<file path="config.mk">
export PLATFORM = sky130hd
export DESIGN_NAME = power_mode_wake_control
export DESIGN_NICKNAME = d
export VERILOG_FILES = /design/src/verilog/pwr_pkg.sv /design/src/verilog/pwr_if.sv /design/src/verilog/wake_flag_store.sv /design/src/verilog/power_mode_wake_control.sv
export SDC_FILE = /design/constraint.sdc
export NUM_CORES = 1
export LEC_CHECK = 0
export BUFFER_PORTS_ARGS = -buffer_cell sky130_fd_sc_hd__buf_2
export CORE_ASPECT_RATIO = 1.2
export CORE_MARGIN = 8
export CORE_UTILIZATION = 51
export CTS_CLUSTER_SIZE = 24
export DETAILED_ROUTE_END_ITERATION = 8
export GPL_TIMING_DRIVEN = 0
export PLACE_DENSITY = 0.81
export SYNTH_ARGS = -nofsm -noshare
export SYNTH_HDL_FRONTEND = slang
export SYNTH_HIERARCHICAL = 1
export SYNTH_SLANG_ARGS = --single-unit
</file>
<file path="constraint.sdc">
create_clock -name ref_clk -period 2 [get_ports ref_clk]
set_clock_uncertainty 0.05 [all_clocks]
set_input_delay 0.2 -clock ref_clk [delete_from_list [all_inputs] [get_ports ref_clk]]
set_output_delay 0.2 -clock ref_clk [all_outputs]
set_load 0.05 [all_outputs]
</file>
<file path="src/verilog/pwr_pkg.sv">
// Constants for the power-mode and wake-up control block.
// Assumes an 8-bit special function register port on the system clock.
package pwr_pkg;
    localparam logic [7:0] ADDR_POWER_MODE_CONTROL = 8'h87;
    localparam logic [7:0] ADDR_WAKE_CONFIG_FLAGS = 8'hb5;
    localparam logic [3:0] PAGE_WAKE_CONFIG_FLAGS = 4'h0;
    localparam int BIT_SLEEP = 7;
    localparam int BIT_SUSPEND = 6;
    localparam int BIT_CLEAR = 5;
    localparam int BIT_RESET_PIN_WAKE = 4;
    localparam int BIT_RTC_OSC_FAIL = 3;
    localparam int BIT_RTC_ALARM = 2;
    localparam int BIT_PORT_MATCH = 1;
    localparam int BIT_COMPARATOR = 0;
    localparam int BIT_STOP = 1;
    localparam int BIT_IDLE = 0;
    localparam int GP_FLAGS_LSB = 2;
    localparam int GP_FLAGS_W = 6;
    localparam int SRC_W = 4;
    localparam logic [7:0] POWER_MODE_CONTROL_RESET = 8'h00;
    localparam logic [3:0] WAKE_ENABLE_RESET = 4'h0;
    localparam logic [1:0] SUSPEND_HIDE_CYCLES = 2'h2;
    typedef enum logic [1:0] {
        MODE_RUN = 2'b00,
        MODE_SUSPEND = 2'b01,
        MODE_SLEEP = 2'b10,
        MODE_WAKE_HIDE = 2'b11
    } mode_e;
endpackage

</file>
<file path="src/verilog/pwr_if.sv">
// Bundle between the register front end and the wake flag store.
// Both ends run on the same system clock.
`timescale 1ns/100ps
interface pwr_if;
    logic clear;
    logic [pwr_pkg::SRC_W-1:0] src_event;
    logic reset_pin_fall;
    logic [pwr_pkg::SRC_W-1:0] src_flags;
    logic reset_pin_flag;
    modport ctrl (output clear, output src_event, output reset_pin_fall,
        input src_flags, input reset_pin_flag);
    modport store (input clear, input src_event, input reset_pin_fall,
        output src_flags, output reset_pin_flag);
endinterface

</file>
<file path="src/verilog/wake_flag_store.sv">
// Sticky wake-up flags, set by events and cleared all at once.
// Event inputs are already synchronous single-cycle pulses.
`timescale 1ns/100ps
module wake_flag_store (
    input wire logic ref_clk,
    input wire logic rstn,
    pwr_if.store bus
);
    logic [pwr_pkg::SRC_W-1:0] flags_q, flags_d;
    logic rst_flag_q, rst_flag_d;

    // Set wins over a clear landing in the same cycle
    always_comb begin
        flags_d = bus.clear ? '0 : flags_q;
        flags_d = flags_d | bus.src_event;
        rst_flag_d = (bus.clear ? 1'b0 : rst_flag_q) | bus.reset_pin_fall;
    end

    always_ff @(posedge ref_clk) begin
        if (!rstn) begin
            flags_q <= '0;
            rst_flag_q <= 1'b0;
        end else begin
            flags_q <= flags_d;
            rst_flag_q <= rst_flag_d;
        end
    end

    assign bus.src_flags = flags_q;
    assign bus.reset_pin_flag = rst_flag_q;
endmodule

</file>
<file path="src/verilog/power_mode_wake_control.sv">
// Power-mode control and wake-up source logic with its two registers.
// Assumes a synchronous SFR port; wake events arrive as pins from other
// peripherals and are synchronised here.
// Operation
// - Writing one to wake config bit 7 enters sleep; write-only, reads zero.
// - Writing one to wake config bit 6 enters suspend; write-only, reads zero.
// - Writing one to wake config bit 5 clears all wake flags.
// - Bit 4 reads one after a reset pin falling edge; writes ignored.
// - Bit 3 enables oscillator-fail wake; reads oscillator failed flag.
// - Bit 2 enables alarm wake; reads alarm occurred flag.
// - Bit 1 enables port match wake; reads port match flag.
// - Bit 0 enables comparator rising wake; reads comparator wake flag.
// - Any set flag blocks sleep/suspend entry and keeps low-power oscillator on.
// - Power control bits 7:2 are six read/write general-purpose flags.
// - Writing one to power control bit 1 enters stop mode.
// - Writing one to power control bit 0 enters idle mode.
// - Power control answers at 0x87 in every page.
// - Flags update on every event, enabled or not, always.
// - Reset pin falling edge always wakes from sleep.
// - Flags read zero for two clocks after leaving suspend.
`timescale 1ns/100ps
module power_mode_wake_control (
    input wire logic ref_clk,
    input wire logic rstn,
    input wire logic sfr_wr,
    input wire logic sfr_rd,
    input wire logic [7:0] sfr_addr,
    input wire logic [3:0] sfr_page,
    input wire logic [7:0] sfr_wdata,
    output logic [7:0] sfr_rdata,
    output logic sfr_hit,
    input wire logic rst_pin_n,
    input wire logic rtc_osc_fail_evt,
    input wire logic rtc_alarm_evt,
    input wire logic port_match_evt,
    input wire logic comparator_rise_evt,
    output logic sleep_mode,
    output logic suspend_mode,
    output logic stop_req,
    output logic idle_req,
    output logic lp_osc_keep_on
);
    pwr_if wb ();

    wake_flag_store u_store (
        .ref_clk(ref_clk),
        .rstn(rstn),
        .bus(wb.store)
    );

    // Two-stage synchronisers; stage one feeds only stage two
    logic [4:0] sync1_q;
    logic [4:0] sync1_d;
    logic [4:0] sync2_q;
    logic [4:0] sync2_d;
    logic [4:0] prev_q;
    logic [4:0] prev_d;
    logic [4:0] raw;
    assign raw = {rst_pin_n, rtc_osc_fail_evt, rtc_alarm_evt, port_match_evt,
        comparator_rise_evt};

    always_comb begin
        sync1_d = raw;
        sync2_d = sync1_q;
        prev_d = sync2_q;
    end

    always_ff @(posedge ref_clk) begin
        if (!rstn) begin
            // All ones: an idle reset pin and a source already high give no edge
            sync1_q <= 5'h1f;
            sync2_q <= 5'h1f;
            prev_q <= 5'h1f;
        end else begin
            sync1_q <= sync1_d;
            sync2_q <= sync2_d;
            prev_q <= prev_d;
        end
    end

    logic [pwr_pkg::SRC_W-1:0] src_rise;
    logic rst_fall;
    assign src_rise = sync2_q[3:0] & ~prev_q[3:0];
    // The reset pin is active low, so its event is a fall, the sources' a rise
    assign rst_fall = prev_q[4] & ~sync2_q[4];

    logic wr_wake;
    logic wr_power_mode_control;
    logic rd_wake;
    logic rd_power_mode_control;
    assign wr_wake = sfr_wr && sfr_addr == pwr_pkg::ADDR_WAKE_CONFIG_FLAGS
        && sfr_page == pwr_pkg::PAGE_WAKE_CONFIG_FLAGS;
    assign rd_wake = sfr_rd && sfr_addr == pwr_pkg::ADDR_WAKE_CONFIG_FLAGS
        && sfr_page == pwr_pkg::PAGE_WAKE_CONFIG_FLAGS;
    assign wr_power_mode_control = sfr_wr && sfr_addr == pwr_pkg::ADDR_POWER_MODE_CONTROL;
    assign rd_power_mode_control = sfr_rd && sfr_addr == pwr_pkg::ADDR_POWER_MODE_CONTROL;
    // Only reads are answered; writes need no hit
    assign sfr_hit = rd_wake | rd_power_mode_control;

    logic clear_wr;
    assign clear_wr = wr_wake && sfr_wdata[pwr_pkg::BIT_CLEAR];
    assign wb.clear = clear_wr;
    assign wb.src_event = src_rise;
    assign wb.reset_pin_fall = rst_fall;

    // The reset-pin flag counts too, so a pin glitch also blocks entry
    logic any_flag;
    assign any_flag = |wb.src_flags | wb.reset_pin_flag;

    // Register state and mode sequencer
    pwr_pkg::mode_e mode_q;
    pwr_pkg::mode_e mode_d;
    logic [pwr_pkg::SRC_W-1:0] en_q;
    logic [pwr_pkg::SRC_W-1:0] en_d;
    logic [pwr_pkg::GP_FLAGS_W-1:0] gpf_q;
    logic [pwr_pkg::GP_FLAGS_W-1:0] gpf_d;
    logic [1:0] hide_q;
    logic [1:0] hide_d;
    logic stop_q;
    logic stop_d;
    logic idle_q;
    logic idle_d;
    logic [7:0] rdata_q;
    logic [7:0] rdata_d;
    logic wake_hit;

    // Source rise events are counted only if enabled, not the stored flags; the reset pin always wakes
    assign wake_hit = |(src_rise & en_q) || rst_fall;

    always_comb begin
        mode_d = mode_q;
        en_d = en_q;
        gpf_d = gpf_q;
        hide_d = hide_q;
        // Stop and idle are one-cycle requests to the core and never stay set
        stop_d = 1'b0;
        idle_d = 1'b0;
        if (wr_wake) begin
            en_d = sfr_wdata[pwr_pkg::SRC_W-1:0];
        end
        if (wr_power_mode_control) begin
            gpf_d = sfr_wdata[7:pwr_pkg::GP_FLAGS_LSB];
            stop_d = sfr_wdata[pwr_pkg::BIT_STOP];
            idle_d = sfr_wdata[pwr_pkg::BIT_IDLE];
        end
        case (mode_q)
            pwr_pkg::MODE_RUN: begin
                // Flags already set, or cleared by this same write, still block
                if (wr_wake && !any_flag) begin
                    if (sfr_wdata[pwr_pkg::BIT_SLEEP]) begin
                        mode_d = pwr_pkg::MODE_SLEEP;
                    end else if (sfr_wdata[pwr_pkg::BIT_SUSPEND]) begin
                        mode_d = pwr_pkg::MODE_SUSPEND;
                    end
                end
            end
            pwr_pkg::MODE_SLEEP: begin
                if (wake_hit) begin
                    mode_d = pwr_pkg::MODE_RUN;
                end
            end
            pwr_pkg::MODE_SUSPEND: begin
                if (wake_hit) begin
                    mode_d = pwr_pkg::MODE_WAKE_HIDE;
                    hide_d = pwr_pkg::SUSPEND_HIDE_CYCLES;
                end
            end
            pwr_pkg::MODE_WAKE_HIDE: begin
                // Counts down the cycles in which wake flag reads stay hidden
                hide_d = hide_q - 2'h1;
                if (hide_q == 2'h1) begin
                    mode_d = pwr_pkg::MODE_RUN;
                end
            end
            default: mode_d = pwr_pkg::MODE_RUN;
        endcase
    end

    // Write-only bits read as zero; flags hidden right after suspend
    always_comb begin
        rdata_d = 8'h00;
        if (rd_wake && mode_q != pwr_pkg::MODE_WAKE_HIDE) begin
            rdata_d[pwr_pkg::BIT_RESET_PIN_WAKE] = wb.reset_pin_flag;
            rdata_d[pwr_pkg::SRC_W-1:0] = wb.src_flags;
        end else if (rd_power_mode_control) begin
            rdata_d = {gpf_q, 2'b00};
        end
    end

    always_ff @(posedge ref_clk) begin
        if (!rstn) begin
            mode_q <= pwr_pkg::MODE_RUN;
            en_q <= pwr_pkg::WAKE_ENABLE_RESET;
            gpf_q <= pwr_pkg::POWER_MODE_CONTROL_RESET[7:2];
            hide_q <= 2'h0;
            stop_q <= 1'b0;
            idle_q <= 1'b0;
            rdata_q <= 8'h00;
        end else begin
            mode_q <= mode_d;
            en_q <= en_d;
            gpf_q <= gpf_d;
            hide_q <= hide_d;
            stop_q <= stop_d;
            idle_q <= idle_d;
            rdata_q <= rdata_d;
        end
    end

    assign sfr_rdata = rdata_q;
    assign sleep_mode = mode_q == pwr_pkg::MODE_SLEEP;
    assign suspend_mode = mode_q == pwr_pkg::MODE_SUSPEND;
    assign stop_req = stop_q;
    assign idle_req = idle_q;
    assign lp_osc_keep_on = any_flag;
endmodule

</file>
== Word-level counts from Yosys, hierarchy flattened ==
Index checks and enable logic that the tools add are counted.

* Register bits after elaboration: 44
* Output and inout port bits: 14
* Word-level logic and storage cells: 70

* Add/sub/neg operators: 1
* Equal/unequal tests: 12
* Multiplexer cells: 13
* Bitwise operators: 11
* Reduce and logical (&&, ||, !) cells: 20

{| class="wikitable"
|+ Operator list
! kind !! number
|-
| 8-bit == test (second input constant) || 2
|-
| 2-bit 2-to-1 mux || 7
|-
| 5-bit 2-to-1 mux || 2
|-
| 1-bit logical AND || 9
|-
| 4-bit bitwise AND || 2
|-
| 2-bit case mux with 4 select lines || 1
|-
| 4-bit OR reduction || 2
|-
| 2-bit inequality test (second input constant) || 3
|-
| 5-bit AND reduction || 1
|-
| 2-bit by 1-bit == test with 1-bit output (second input constant) || 2
|-
| 2-bit == test (second input constant) || 2
|-
| 4-bit zero test || 1
|-
| 4-bit 2-to-1 mux || 1
|-
| 2-bit by 1-bit inequality test with 1-bit output (second input constant) || 2
|-
| 4-bit inverter || 1
|-
| 4-bit bitwise OR || 1
|-
| 2-bit case mux with 2 select lines || 1
|-
| 2-bit AND reduction || 2
|-
| 3-bit inequality test (second input constant) || 1
|-
| 1-bit inverter || 3
|-
| 1-bit bitwise OR || 3
|-
| 3-bit OR reduction || 1
|-
| 2-bit zero test || 1
|-
| 2-bit nonzero test || 1
|-
| other kinds (5) || 5
|}

== Depth between registers and ports, before layout ==
Gate-level depths: netlist of the first run.

* Depth after elaboration: 7
* Mapped depth: 7
* Depth with buffers taken out: 6

== By module ==
Netlist of the first run, hierarchy kept.

{| class="wikitable"
|+ By module, submodules not included
! module !! times used !! cells an instance !! area each (um^2) !! sequential area each (um^2)
|-
| power_mode_wake_control || 1 || 144 || 1448.9 || 780.7
|-
| wake_flag_store || 1 || 15 || 168.9 || 100.1
|}

== Least setup slack after synthesis of the first run ==
OpenSTA, ideal clock, no wires.

* Path kind: input to output
* Start point: input port sfr_page[1]
* End point: output port sfr_hit
* Arrival time: 1593 ps
* Data required time: 1750 ps
* Setup slack: 157 ps
* Stages on the path: 3
* Buffers on the path: 0
* Cell sequence: nor4_1 -> nand4b_1 -> a21oi_1

* Longest elaborated chain between the ends: 3

{| class="wikitable"
|+ Ends and longest elaborated chain
! item !! RTL line !! RTL
|-
| start, declared || power_mode_wake_control.sv:28 || <nowiki>input wire logic [3:0] sfr_page,</nowiki>
|-
| 4-bit zero test || power_mode_wake_control.sv:94 || <nowiki>&& sfr_page == pwr_pkg::PAGE_WAKE_CONFIG_FLAGS;</nowiki>
|-
| 1-bit logical AND || power_mode_wake_control.sv:94 ||
|-
| 1-bit bitwise OR || power_mode_wake_control.sv:98 || <nowiki>assign sfr_hit = rd_wake | rd_power_mode_control;</nowiki>
|-
| end, declared || power_mode_wake_control.sv:31 || <nowiki>output logic sfr_hit,</nowiki>
|}

No other way between the ends.

== Final worst setup path of the first run ==
Ends and elaborated chain as after synthesis.

==> metrics, run 1 <==
total global-route track usage=0.139; total global routing overflow=0; clk_lat worst skew=350 ps; # port buffers=42; Area growth syn-to-layout=24.4%; die width=67.4 µm; Starting Density=0.529; largest family of logic cells by synthesized area=simple AND/OR/NAND/NOR gates; mux cell area share after synthesis=0.0433; share of post-route cells with drive strength above 1=0.262; count of max-cap constraint violations=0; IO Pins=43; first-pass GRT wire length=5600 µm; worst path required time=1750 ps; Simple-Gate Fraction of Synth Area=0.287; Setup Total Neg Slack=0 ps; starting DRC count in detailed routing=31; r2r worst-path depth=5; Least-Margin Pin Slew=471 ps; final worst path period need=1700 ps; reg-to-reg endpoint=hide_q[1]$_SDFFE_PN0P_; final setup fails=0; Clock transition at path regs=120 ps; Top FF cell, synth=dfxtp_1; Mapped Cells=159; post-synthesis register bit count=44; clk sinks=44; status=finished, final reports clean; XOR/XNOR Fraction of Synth Area=0; Slew headroom=0.685; WL/cell=13.5 µm; reg2reg setup slack=580 ps; PD cells=782 mW/mm²; die area=0.00524 mm²; CP Class=in -> out; Synth cell types=28; Final WS setup=305 ps; Die Y=77.7 µm; Placer Congestion=0.798; drt pass-1 iters=4; DP HPWL=2600 µm; drt drc=0; # rows=22; crit path max fanout=7; CP endpoint kind=output port; Max IR drop VDD=0.660 mV; Routed WL=3390 µm; initial antenna violation count=0; Post-synth EDFFs=0; HP Class=in -> reg; htree depth=2; Post-Route Utilization=0.659; DP Worst Slack=106 ps; final hold viol count=0; Syn. warnings=6; vias in the first global route=1284; RSZ-0062 raised after global routing=false; Post-Syn Nets=189; Via density=5.14; largest net degree at the start of global routing=15; Synth Area in Compound Gates=0.0990; Fmax=590 MHz; Post-Syn Area=0.00162 mm²; clock buffer depth=2; sequential share of the synthesized area=0.544; Worst Setup SP=sfr_page[1]; Final nets=243; min-delay src=sfr_wdata[0]; Leak=0.865 nW; Avg Cell Area, Syn=10.2 µm²; Tcrit/Tclk final=0.848; max-slew violations=0; ANT cells=0; reg2reg start=prev_d[2]$_SDFF_PN1_; CTS tree=yes; root buffer cell=clkbuf_4; Async S/R FF share, synth=0; Core ar.=0.00306 mm²; number of buffers created by CTS=5; hold path depth=3; CTS resizes=0; area share of fa/ha/maj cells after synthesis=0.00773; crit start category=primary input; Routed Antenna Nets=0; hold path endpoint=en_q[0]$_SDFFE_PN0P_; CP arrival=1450 ps; setup bufs post-CTS=0; vias post-DR=1285
[Yosys cell counts (2+ instances only)]
| cell | instances | area (µm²) |
|---|---|---|
| a22o_1 | 3 | 26.3 |
| nor2b_1 | 18 | 113 |
| a21boi_1 | 5 | 37.5 |
| nand2_1 | 16 | 60.1 |
| o21ai_0 | 5 | 25.0 |
| clkbuf_1 | 4 | 15.0 |
| mux2i_1 | 7 | 70.1 |
| nand3_1 | 4 | 20.0 |
| o21a_1 | 6 | 45.0 |
| a21oi_1 | 3 | 15.0 |
| and3_1 | 2 | 12.5 |
| nor3_1 | 4 | 20.0 |
| nor2_1 | 4 | 15.0 |
| dfxtp_1 | 44 | 881 |
| nand2b_1 | 16 | 100 |
| and2_1 | 6 | 37.5 |
[area by class of cell]
type | count | area [µm²]
Fill cell | 263 | 1040
Clock buffer | 6 | 51.3
Inverter | 1 | 3.75
Clock inverter | 2 | 38.8
Tap cell | 36 | 45.0
Buffer | 5 | 26.3
Sequential cell | 44 | 881
Multi-Input combinational cell | 109 | 707
Timing Repair Buffer | 47 | 260
[worst max-delay path by stage]
stage / end / slack (ps) / cells after the start
global route: sfr_hit / 210 / 5
global placement: u_store/bus.src_flags[1]$_SDFF_PN0_ / 160 / 7
floorplan: sfr_hit / 160 / 3
detailed placement: u_store/bus.reset_pin_flag$_SDFF_PN0_ / 110 / 7
finish: sfr_hit / 300 / 5
CTS: sfr_hit / 330 / 5
[layer usage]
metal	up-vias	GRT usage	wire, µm
li1	647	-	-
met1	606	0.141	1330
met2	27	0.243	1760
met3	5	0.0517	221
met4	0	0.0629	69
met5	-	0	0
[worst max-delay path, cell delays in order]
cell and delay (ps):
buf_2 90, nor4_1 270, nand4b_1 370, a21oi_1 220
buf_2 280
[through the flow]
step / total power, mW / hold slack (ps) / area (µm²) / cells
6_report: 1.57 / 34.2 / 2010 / 250
5_1_grt: 1.64 / 34.3 / 2010 / 250
4_1_cts: 1.59 / 23.4 / 2010 / 250
3_5_place_dp: 1.01 / 333 / 1870 / 237
3_3_place_gp: 1.01 / 329 / 1870 / 237
2_1_floorplan: 0.967 / 223 / 1620 / 159
[power breakdown]
part | internal (mW) | switching (mW) | total [mW]
Combinational | 0.0511 | 0.0522 | 0.103
Clock | 0.300 | 0.273 | 0.573
Sequential | 0.892 | 0.00541 | 0.898
Total | 1.24 | 0.331 | 1.57
[sequential cells by signal (all words and copies together), names as in the netlist, 4 cells and up]
name,count
en_q,4
sync1_q,5
u_store/bus.src_flags,4
prev_q,5
prev_d,5
sfr_rdata,8
gpf_q,6
[placed cells by master (no fill, tap or decap)]
| cell type | n |
|---|---|
| dfxtp_1 | 44 |
| buf_2 | 42 |
| nor2b_1 | 18 |
| nand2_1 | 16 |
| nand2b_1 | 16 |
| mux2i_1 | 7 |
| and2_1 | 6 |
| o21a_1 | 6 |
| o21ai_0 | 5 |
| a21boi_1 | 5 |
| clkbuf_4 | 5 |
| dlygate4sd3_1 | 5 |
| clkbuf_1 | 4 |
| nor2_1 | 4 |
| nand3_1 | 4 |
| nor3_1 | 4 |
| a21oi_1 | 3 |
| a22o_1 | 3 |
| and3_1 | 2 |
| inv_1 | 1 |
| nor4_1 | 1 |
| nand4b_1 | 1 |
| or4b_4 | 1 |
| buf_6 | 1 |
| nor2_4 | 1 |
| nand4_1 | 1 |
| nor2_8 | 1 |
| o221a_2 | 1 |
| nor3b_2 | 1 |
| nand3b_1 | 1 |
| ha_1 | 1 |
| clkinv_4 | 1 |
| bufinv_16 | 1 |
| clkbuf_8 | 1 |
[cells by family after synthesis]
logic type,after synthesis
AOI/OAI and AO/OA,23
DFF,44
buffers and inverters,6
adders and majority gates,1
and+or+nand+nor,78
muxes,7
[repair_timing]
item	CTS	global route
hold buffers	5	0
endpoints found under the hold margin	5	0
endpoints found under the setup margin	0	0
No activity file was read; power rests on OpenSTA's default activity.
==> inputs of run 2 (changes only) <==
--- a/config.mk
+++ b/config.mk
@@ -5,14 +5,15 @@
 export SDC_FILE = /design/constraint.sdc
 export NUM_CORES = 1
 export LEC_CHECK = 0
+export ABC_AREA = 1
 export BUFFER_PORTS_ARGS = -buffer_cell sky130_fd_sc_hd__buf_2
 export CORE_ASPECT_RATIO = 1.2
 export CORE_MARGIN = 8
-export CORE_UTILIZATION = 51
+export CORE_UTILIZATION = 47
 export CTS_CLUSTER_SIZE = 24
 export DETAILED_ROUTE_END_ITERATION = 8
 export GPL_TIMING_DRIVEN = 0
-export PLACE_DENSITY = 0.81
+export PLACE_DENSITY = 0.77
 export SYNTH_ARGS = -nofsm -noshare
 export SYNTH_HDL_FRONTEND = slang
 export SYNTH_HIERARCHICAL = 1
==> constraint.sdc (replaced) <==
create_clock -name ref_clk -period 1.5 [get_ports ref_clk]
set_clock_uncertainty 0.05 [all_clocks]
set_input_delay 0.15 -clock ref_clk [delete_from_list [all_inputs] [get_ports ref_clk]]
set_output_delay 0.15 -clock ref_clk [all_outputs]
set_load 0.05 [all_outputs]
==> run 2 against run 1 <==
Non-clock buffer count unchanged. Clock power up 32%. Highest routed layer unchanged. Worst hold slack worse by 27 ps. Synthesized cell count up 40%. Die area up 13%. Sequential share of layout area down 3.3 points. Critical path type is now reg -> out. Count of clock-buffer cells in the layout up 1. Combinational power up 67%. First-iteration DRC count up 94%. Register-to-register slack worse by 410 ps. Largest cell class unchanged. Sequential power up 34%.
==> metrics, run 2 <==
Setup Total Neg Slack=0 ps; Area growth syn-to-layout=24.2%; WP buf/inv=2; Final nets=306; share of post-route cells with drive strength above 1=0.274; vias in the first global route=1487; clk sinks=44; dpl cells=303; Top FF cell, synth=dfxtp_1; total global routing overflow=0; vias post-DR=1510; Post-Syn Nets=252; initial antenna violation count=0; Flop pwr share=0.563; crit-path cells=or2_2 > nor2_2 > inv_1 > buf_6; CP arrival=1240 ps; switching fraction of total power=0.228; reg2reg start=u_store/bus.src_flags[3]$_SDFF_PN0_; number of buffers created by CTS=5; CP endpoint kind=output port; Avg Cell Area, Syn=7.89 µm²; PD cells=977 mW/mm²; CP Class=reg -> out; Critical Path Max Stage Delay=330 ps; largest net degree at the start of global routing=14; Via density=4.78; Async S/R FF share, synth=0; slowest cell on the critical path=dfxtp_1; most frequent cell after synthesis=dfxtp_1; DP HPWL=2840 µm; drt pass-1 iters=4; Synth top area share=0.503; Slew headroom=0.738; WL/cell=11.7 µm; sequential share of the synthesized area=0.503; Net Sw Power=485 µW; Post-Syn Area=0.00175 mm²; Starting Density=0.486; ANT cells=0; htree depth=2; status=finished, final reports clean; commonest non-fill, non-tap cell in the layout=dfxtp_1; max-slew violations=0; Final Cell Area=0.00218 mm²; count of max-cap constraint violations=0; crit path max fanout=3; CTS tree=yes; final hold slack=6.81 ps; Leak=1.03 nW; total global-route track usage=0.132; Max IR drop VDD=0.768 mV; most frequent cells in the layout=dfxtp_1 (44), inv_1 (42), buf_2 (41); Placer Congestion=0.806; IO Pins=43; HP Class=in -> reg; Mapped Cells=222; Core ar.=0.00360 mm²; final hold viol count=0; largest cells by area after synthesis=dfxtp_1 (50%), inv_1 (9.0%), nor2_1 (6.6%); # rows=24; die width=71.7 µm; root buffer cell=clkbuf_8; top cells by instance count after synthesis=dfxtp_1 (44), inv_1 (42), nor2_1 (31), nand2_1 (26), a21oi_1 (14); Least-Margin Pin Slew=393 ps; crit start category=flip-flop; Routed WL=3690 µm; final std cells w/o fill=316; Syn. warnings=6; post-synthesis register bit count=44; Worst Setup SP=u_store/bus.src_flags[3]$_SDFF_PN0_; RSZ-0062 raised after global routing=false; Layout fillers=333; Tcrit/Tclk final=0.960; clock buffer depth=2; max reg flops=8; final worst path period need=1440 ps; total power=2.13 mW; Die Y=82.9 µm; Synth cell types=25; # port buffers=42; Synth area leader=dfxtp_1; min-delay src=sfr_wdata[4]; worst path required time=1300 ps; clk_lat worst skew=300 ps; final setup fails=0; setup bufs post-CTS=0; Fmax=694 MHz; first-pass GRT wire length=6330 µm; P_int=1.64 mW; Clock power frac=0.356; Routed Antenna Nets=0; starting DRC count in detailed routing=60; CP delay by family, top=simple AND/OR/NAND/NOR gates; drt drc=0; Clock transition at path regs=80 ps; Post-synth EDFFs=0; Comb power frac=0.081; die area=0.00594 mm²; post-placement cell area=0.00201 mm²
[run 2: worst paths after layout]
| kind | endpoint | slack [ps] | cells after the start |
|---|---|---|---|
| worst min register to register | prev_d[3]$_SDFF_PN1_ | 360 | 1 |
| worst min-delay path | gpf_q[2]$_SDFFE_PN0P_ | 7 | 2 |
| worst max-delay path | lp_osc_keep_on | 60 | 4 |
| worst max register to register | mode_q[0]$_SDFFE_PN0P_ | 170 | 8 |
[run 2: metrics by stage]
stage / util / worst slack, ps
finish: 0.604 / 59.5
CTS: 0.599 / 5.28
global route: 0.604 / 5.25
floorplan: - / 204
detailed placement: 0.558 / -79.5
global placement: 0.558 / -52.7
[run 2: power by group through the flow]
| stage | logic, mW | registers [mW] | clock network (mW) |
|---|---|---|---|
| 5_1_grt | 0.192 | 1.20 | 0.827 |
| 2_1_floorplan | 0.0903 | 1.22 | 0 |
| 4_1_cts | 0.166 | 1.20 | 0.776 |
| 3_3_place_gp | 0.151 | 1.22 | 0 |
| 6_report | 0.172 | 1.20 | 0.757 |
| 3_5_place_dp | 0.155 | 1.22 | 0 |
[run 2: layer usage]
layer	wire [µm]	up-vias	track usage
met4	109	0	0.0726
met5	0	-	0
li1	-	801	-
met2	1760	44	0.223
met1	1580	658	0.136
met3	238	7	0.0493
[run 2: final cells by class]
type	count	area (µm²)	share of cell area
Sequential cell	44	881	0.405
Multi-Input combinational cell	130	694	0.319
Timing Repair Buffer	47	269	0.124
Inverter	43	161	0.0742
Clock buffer	7	86.3	0.0397
Tap cell	39	48.8	0.0224
Buffer	5	27.5	0.0127
Clock inverter	1	7.51	0.00345
[run 2: cells by family (layout without fill, tap and decap cells)]
family	count (synthesis)	after routing	share of synthesized area
AOI/OAI and AO/OA	35	35	0.116
adders and majority gates	1	1	0.00714
buffers and inverters	48	103	0.108
DFF	44	44	0.503
and+or+nand+nor	94	94	0.266
[run 2: what timing repair did]
| item | CTS | global route |
|---|---|---|
| gates resized for setup | 2 | 6 |
| hold buffers | 5 | 0 |
| hold endpoints to repair | 5 | 0 |
| endpoints found under the setup margin | 1 | 4 |
==> inputs of run 3 (changes only) <==
--- a/config.mk
+++ b/config.mk
@@ -9,11 +9,13 @@
 export BUFFER_PORTS_ARGS = -buffer_cell sky130_fd_sc_hd__buf_2
 export CORE_ASPECT_RATIO = 1.2
 export CORE_MARGIN = 8
-export CORE_UTILIZATION = 47
+export CORE_UTILIZATION = 45
+export CTS_BUF_LIST = sky130_fd_sc_hd__clkbuf_8
 export CTS_CLUSTER_SIZE = 24
 export DETAILED_ROUTE_END_ITERATION = 8
 export GPL_TIMING_DRIVEN = 0
-export PLACE_DENSITY = 0.77
+export PLACE_DENSITY = 0.75
+export SETUP_SLACK_MARGIN = 0.4
 export SYNTH_ARGS = -nofsm -noshare
 export SYNTH_HDL_FRONTEND = slang
 export SYNTH_HIERARCHICAL = 1
==> run 3 against run 2 <==
Clock power decreased by 10%. Die area is 3.5% higher. Worst hold slack improved by 15 ps. Fmax up 7.0%. Register-to-register slack better by 60 ps. Flip-flop and latch count unchanged. Via count rose by 4.9%. Utilization increased by 2.1 points. Largest power group unchanged.
==> metrics, run 3 (synthesized netlist as in run 2, its figures left out) <==
status=finished, final reports clean; clk_lat worst skew=290 ps; Leak=1.12 nW; Critical Path Max Stage Delay=330 ps; PD cells=862 mW/mm²; share of post-route cells with drive strength above 1=0.393; CTS tree=yes; Tcrit/Tclk final=0.897; Via density=4.67; final std cells w/o fill=339; Die Y=84.3 µm; HP Class=in -> reg; IO Pins=43; Clock transition at path regs=80 ps; root buffer cell=clkbuf_8; final worst path period need=1350 ps; wire length on met1=1620 µm; CP endpoint kind=output port; # rows=25; Routed Antenna Nets=0; max-slew violations=0; # port buffers=42; htree depth=2; die width=73.0 µm; Least-Margin Pin Slew=372 ps; drt drc=0; CP Class=reg -> out; first-pass GRT wire length=6200 µm; Final nets=315; drt pass-1 iters=4; WL met2=1970 µm; ANT cells=0; total global routing overflow=0; worst path required time=1300 ps; clk sinks=44; Starting Density=0.455; commonest non-fill, non-tap cell in the layout=inv_1; vias post-DR=1584; total length of routed met3 wires=301 µm; Top Layer Used=met4; Placer Congestion=0.787; count of max-cap constraint violations=0; CP arrival=1150 ps; Area growth syn-to-layout=37.2%; final hold viol count=0; WL/cell=11.8 µm; starting DRC count in detailed routing=59; Fmax=743 MHz; clock buffer depth=2; RSZ-0062 raised after global routing=true; DP HPWL=2840 µm; largest net degree at the start of global routing=13; Setup Total Neg Slack=0 ps; total global-route track usage=0.128; initial antenna violation count=0; crit-path cells=or2_4 > nor2_4 > inv_2 > buf_6; crit path max fanout=2; final setup fails=0; crit start category=flip-flop; vias in the first global route=1454; Slew headroom=0.751; Max IR drop VDD=0.827 mV; slowest cell on the critical path=dfxtp_2; number of buffers created by CTS=5; dpl cells=318; Post-Route Utilization=0.625; Core ar.=0.00385 mm²; max reg flops=8; Routed WL=3980 µm; die area=0.00615 mm²; Final Cell Area=0.00240 mm²; total power=2.07 mW; most frequent cells in the layout=inv_1 (39), buf_2 (38), dfxtp_1 (36); post-placement cell area=0.00205 mm²
==> run 3: where the power goes <==
| part | switching, mW | total [mW] | leakage (nW) | internal [mW] |
|---|---|---|---|---|
| Sequential | 0.00982 | 1.20 | 0.360 | 1.19 |
| Clock | 0.368 | 0.678 | 0.0452 | 0.310 |
| Combinational | 0.106 | 0.196 | 0.711 | 0.0910 |
==> run 3: path summary, 6_finish.rpt <==
path	from	endpoint	slack (ps)	cells after the start
min reg2reg	sync1_q[0]$_SDFF_PN1_	prev_d[0]$_SDFF_PN1_	360	1
min	sfr_wdata[2]	gpf_q[0]$_SDFFE_PN0P_	20	2
max	u_store/bus.src_flags[3]$_SDFF_PN0_	lp_osc_keep_on	150	4
max reg2reg	u_store/bus.src_flags[3]$_SDFF_PN0_	mode_q[1]$_SDFFE_PN0P_	230	8
==> run 3: metrics by stage <==
step | hold WS, ps | setup slack (ps)
2_1_floorplan | 207 | 204
3_3_place_gp | 284 | 19.7
3_5_place_dp | 290 | 13.2
4_1_cts | 18.9 | 164
5_1_grt | 17.8 | 112
6_report | 22.1 | 154
==> run 3: worst max-delay path: cells and delay by family (launching register included) <==
family	cells	cell delay [ps]
AND/OR/NAND/NOR	2	350
flip-flops	1	330
buffers and inverters	2	180
==> run 3: area by class of cell <==
cell class | count | area, µm²
Sequential cell | 44 | 896
Fill cell | 339 | 1440
Timing Repair Buffer | 56 | 365
Tap cell | 54 | 67.6
Clock buffer | 5 | 68.8
Multi-Input combinational cell | 130 | 803
Clock inverter | 2 | 8.76
Buffer | 5 | 30.0
Inverter | 43 | 164
==> run 3: layer usage <==
layer,vias up,GRT usage
li1,815,-
met1,721,0.126
met2,40,0.215
met3,8,0.0584
met4,0,0.0675
met5,-,0
==> run 3: repair_timing <==
item                                    4_1_cts  5_1_grt
gates resized for setup                      19       36
setup buffers                                 4        3
endpoints found under the setup margin        7       35
hold buffers                                  6        0
cloned                                        0        1
pin swaps                                     2       10
hold endpoints to repair                      6        0
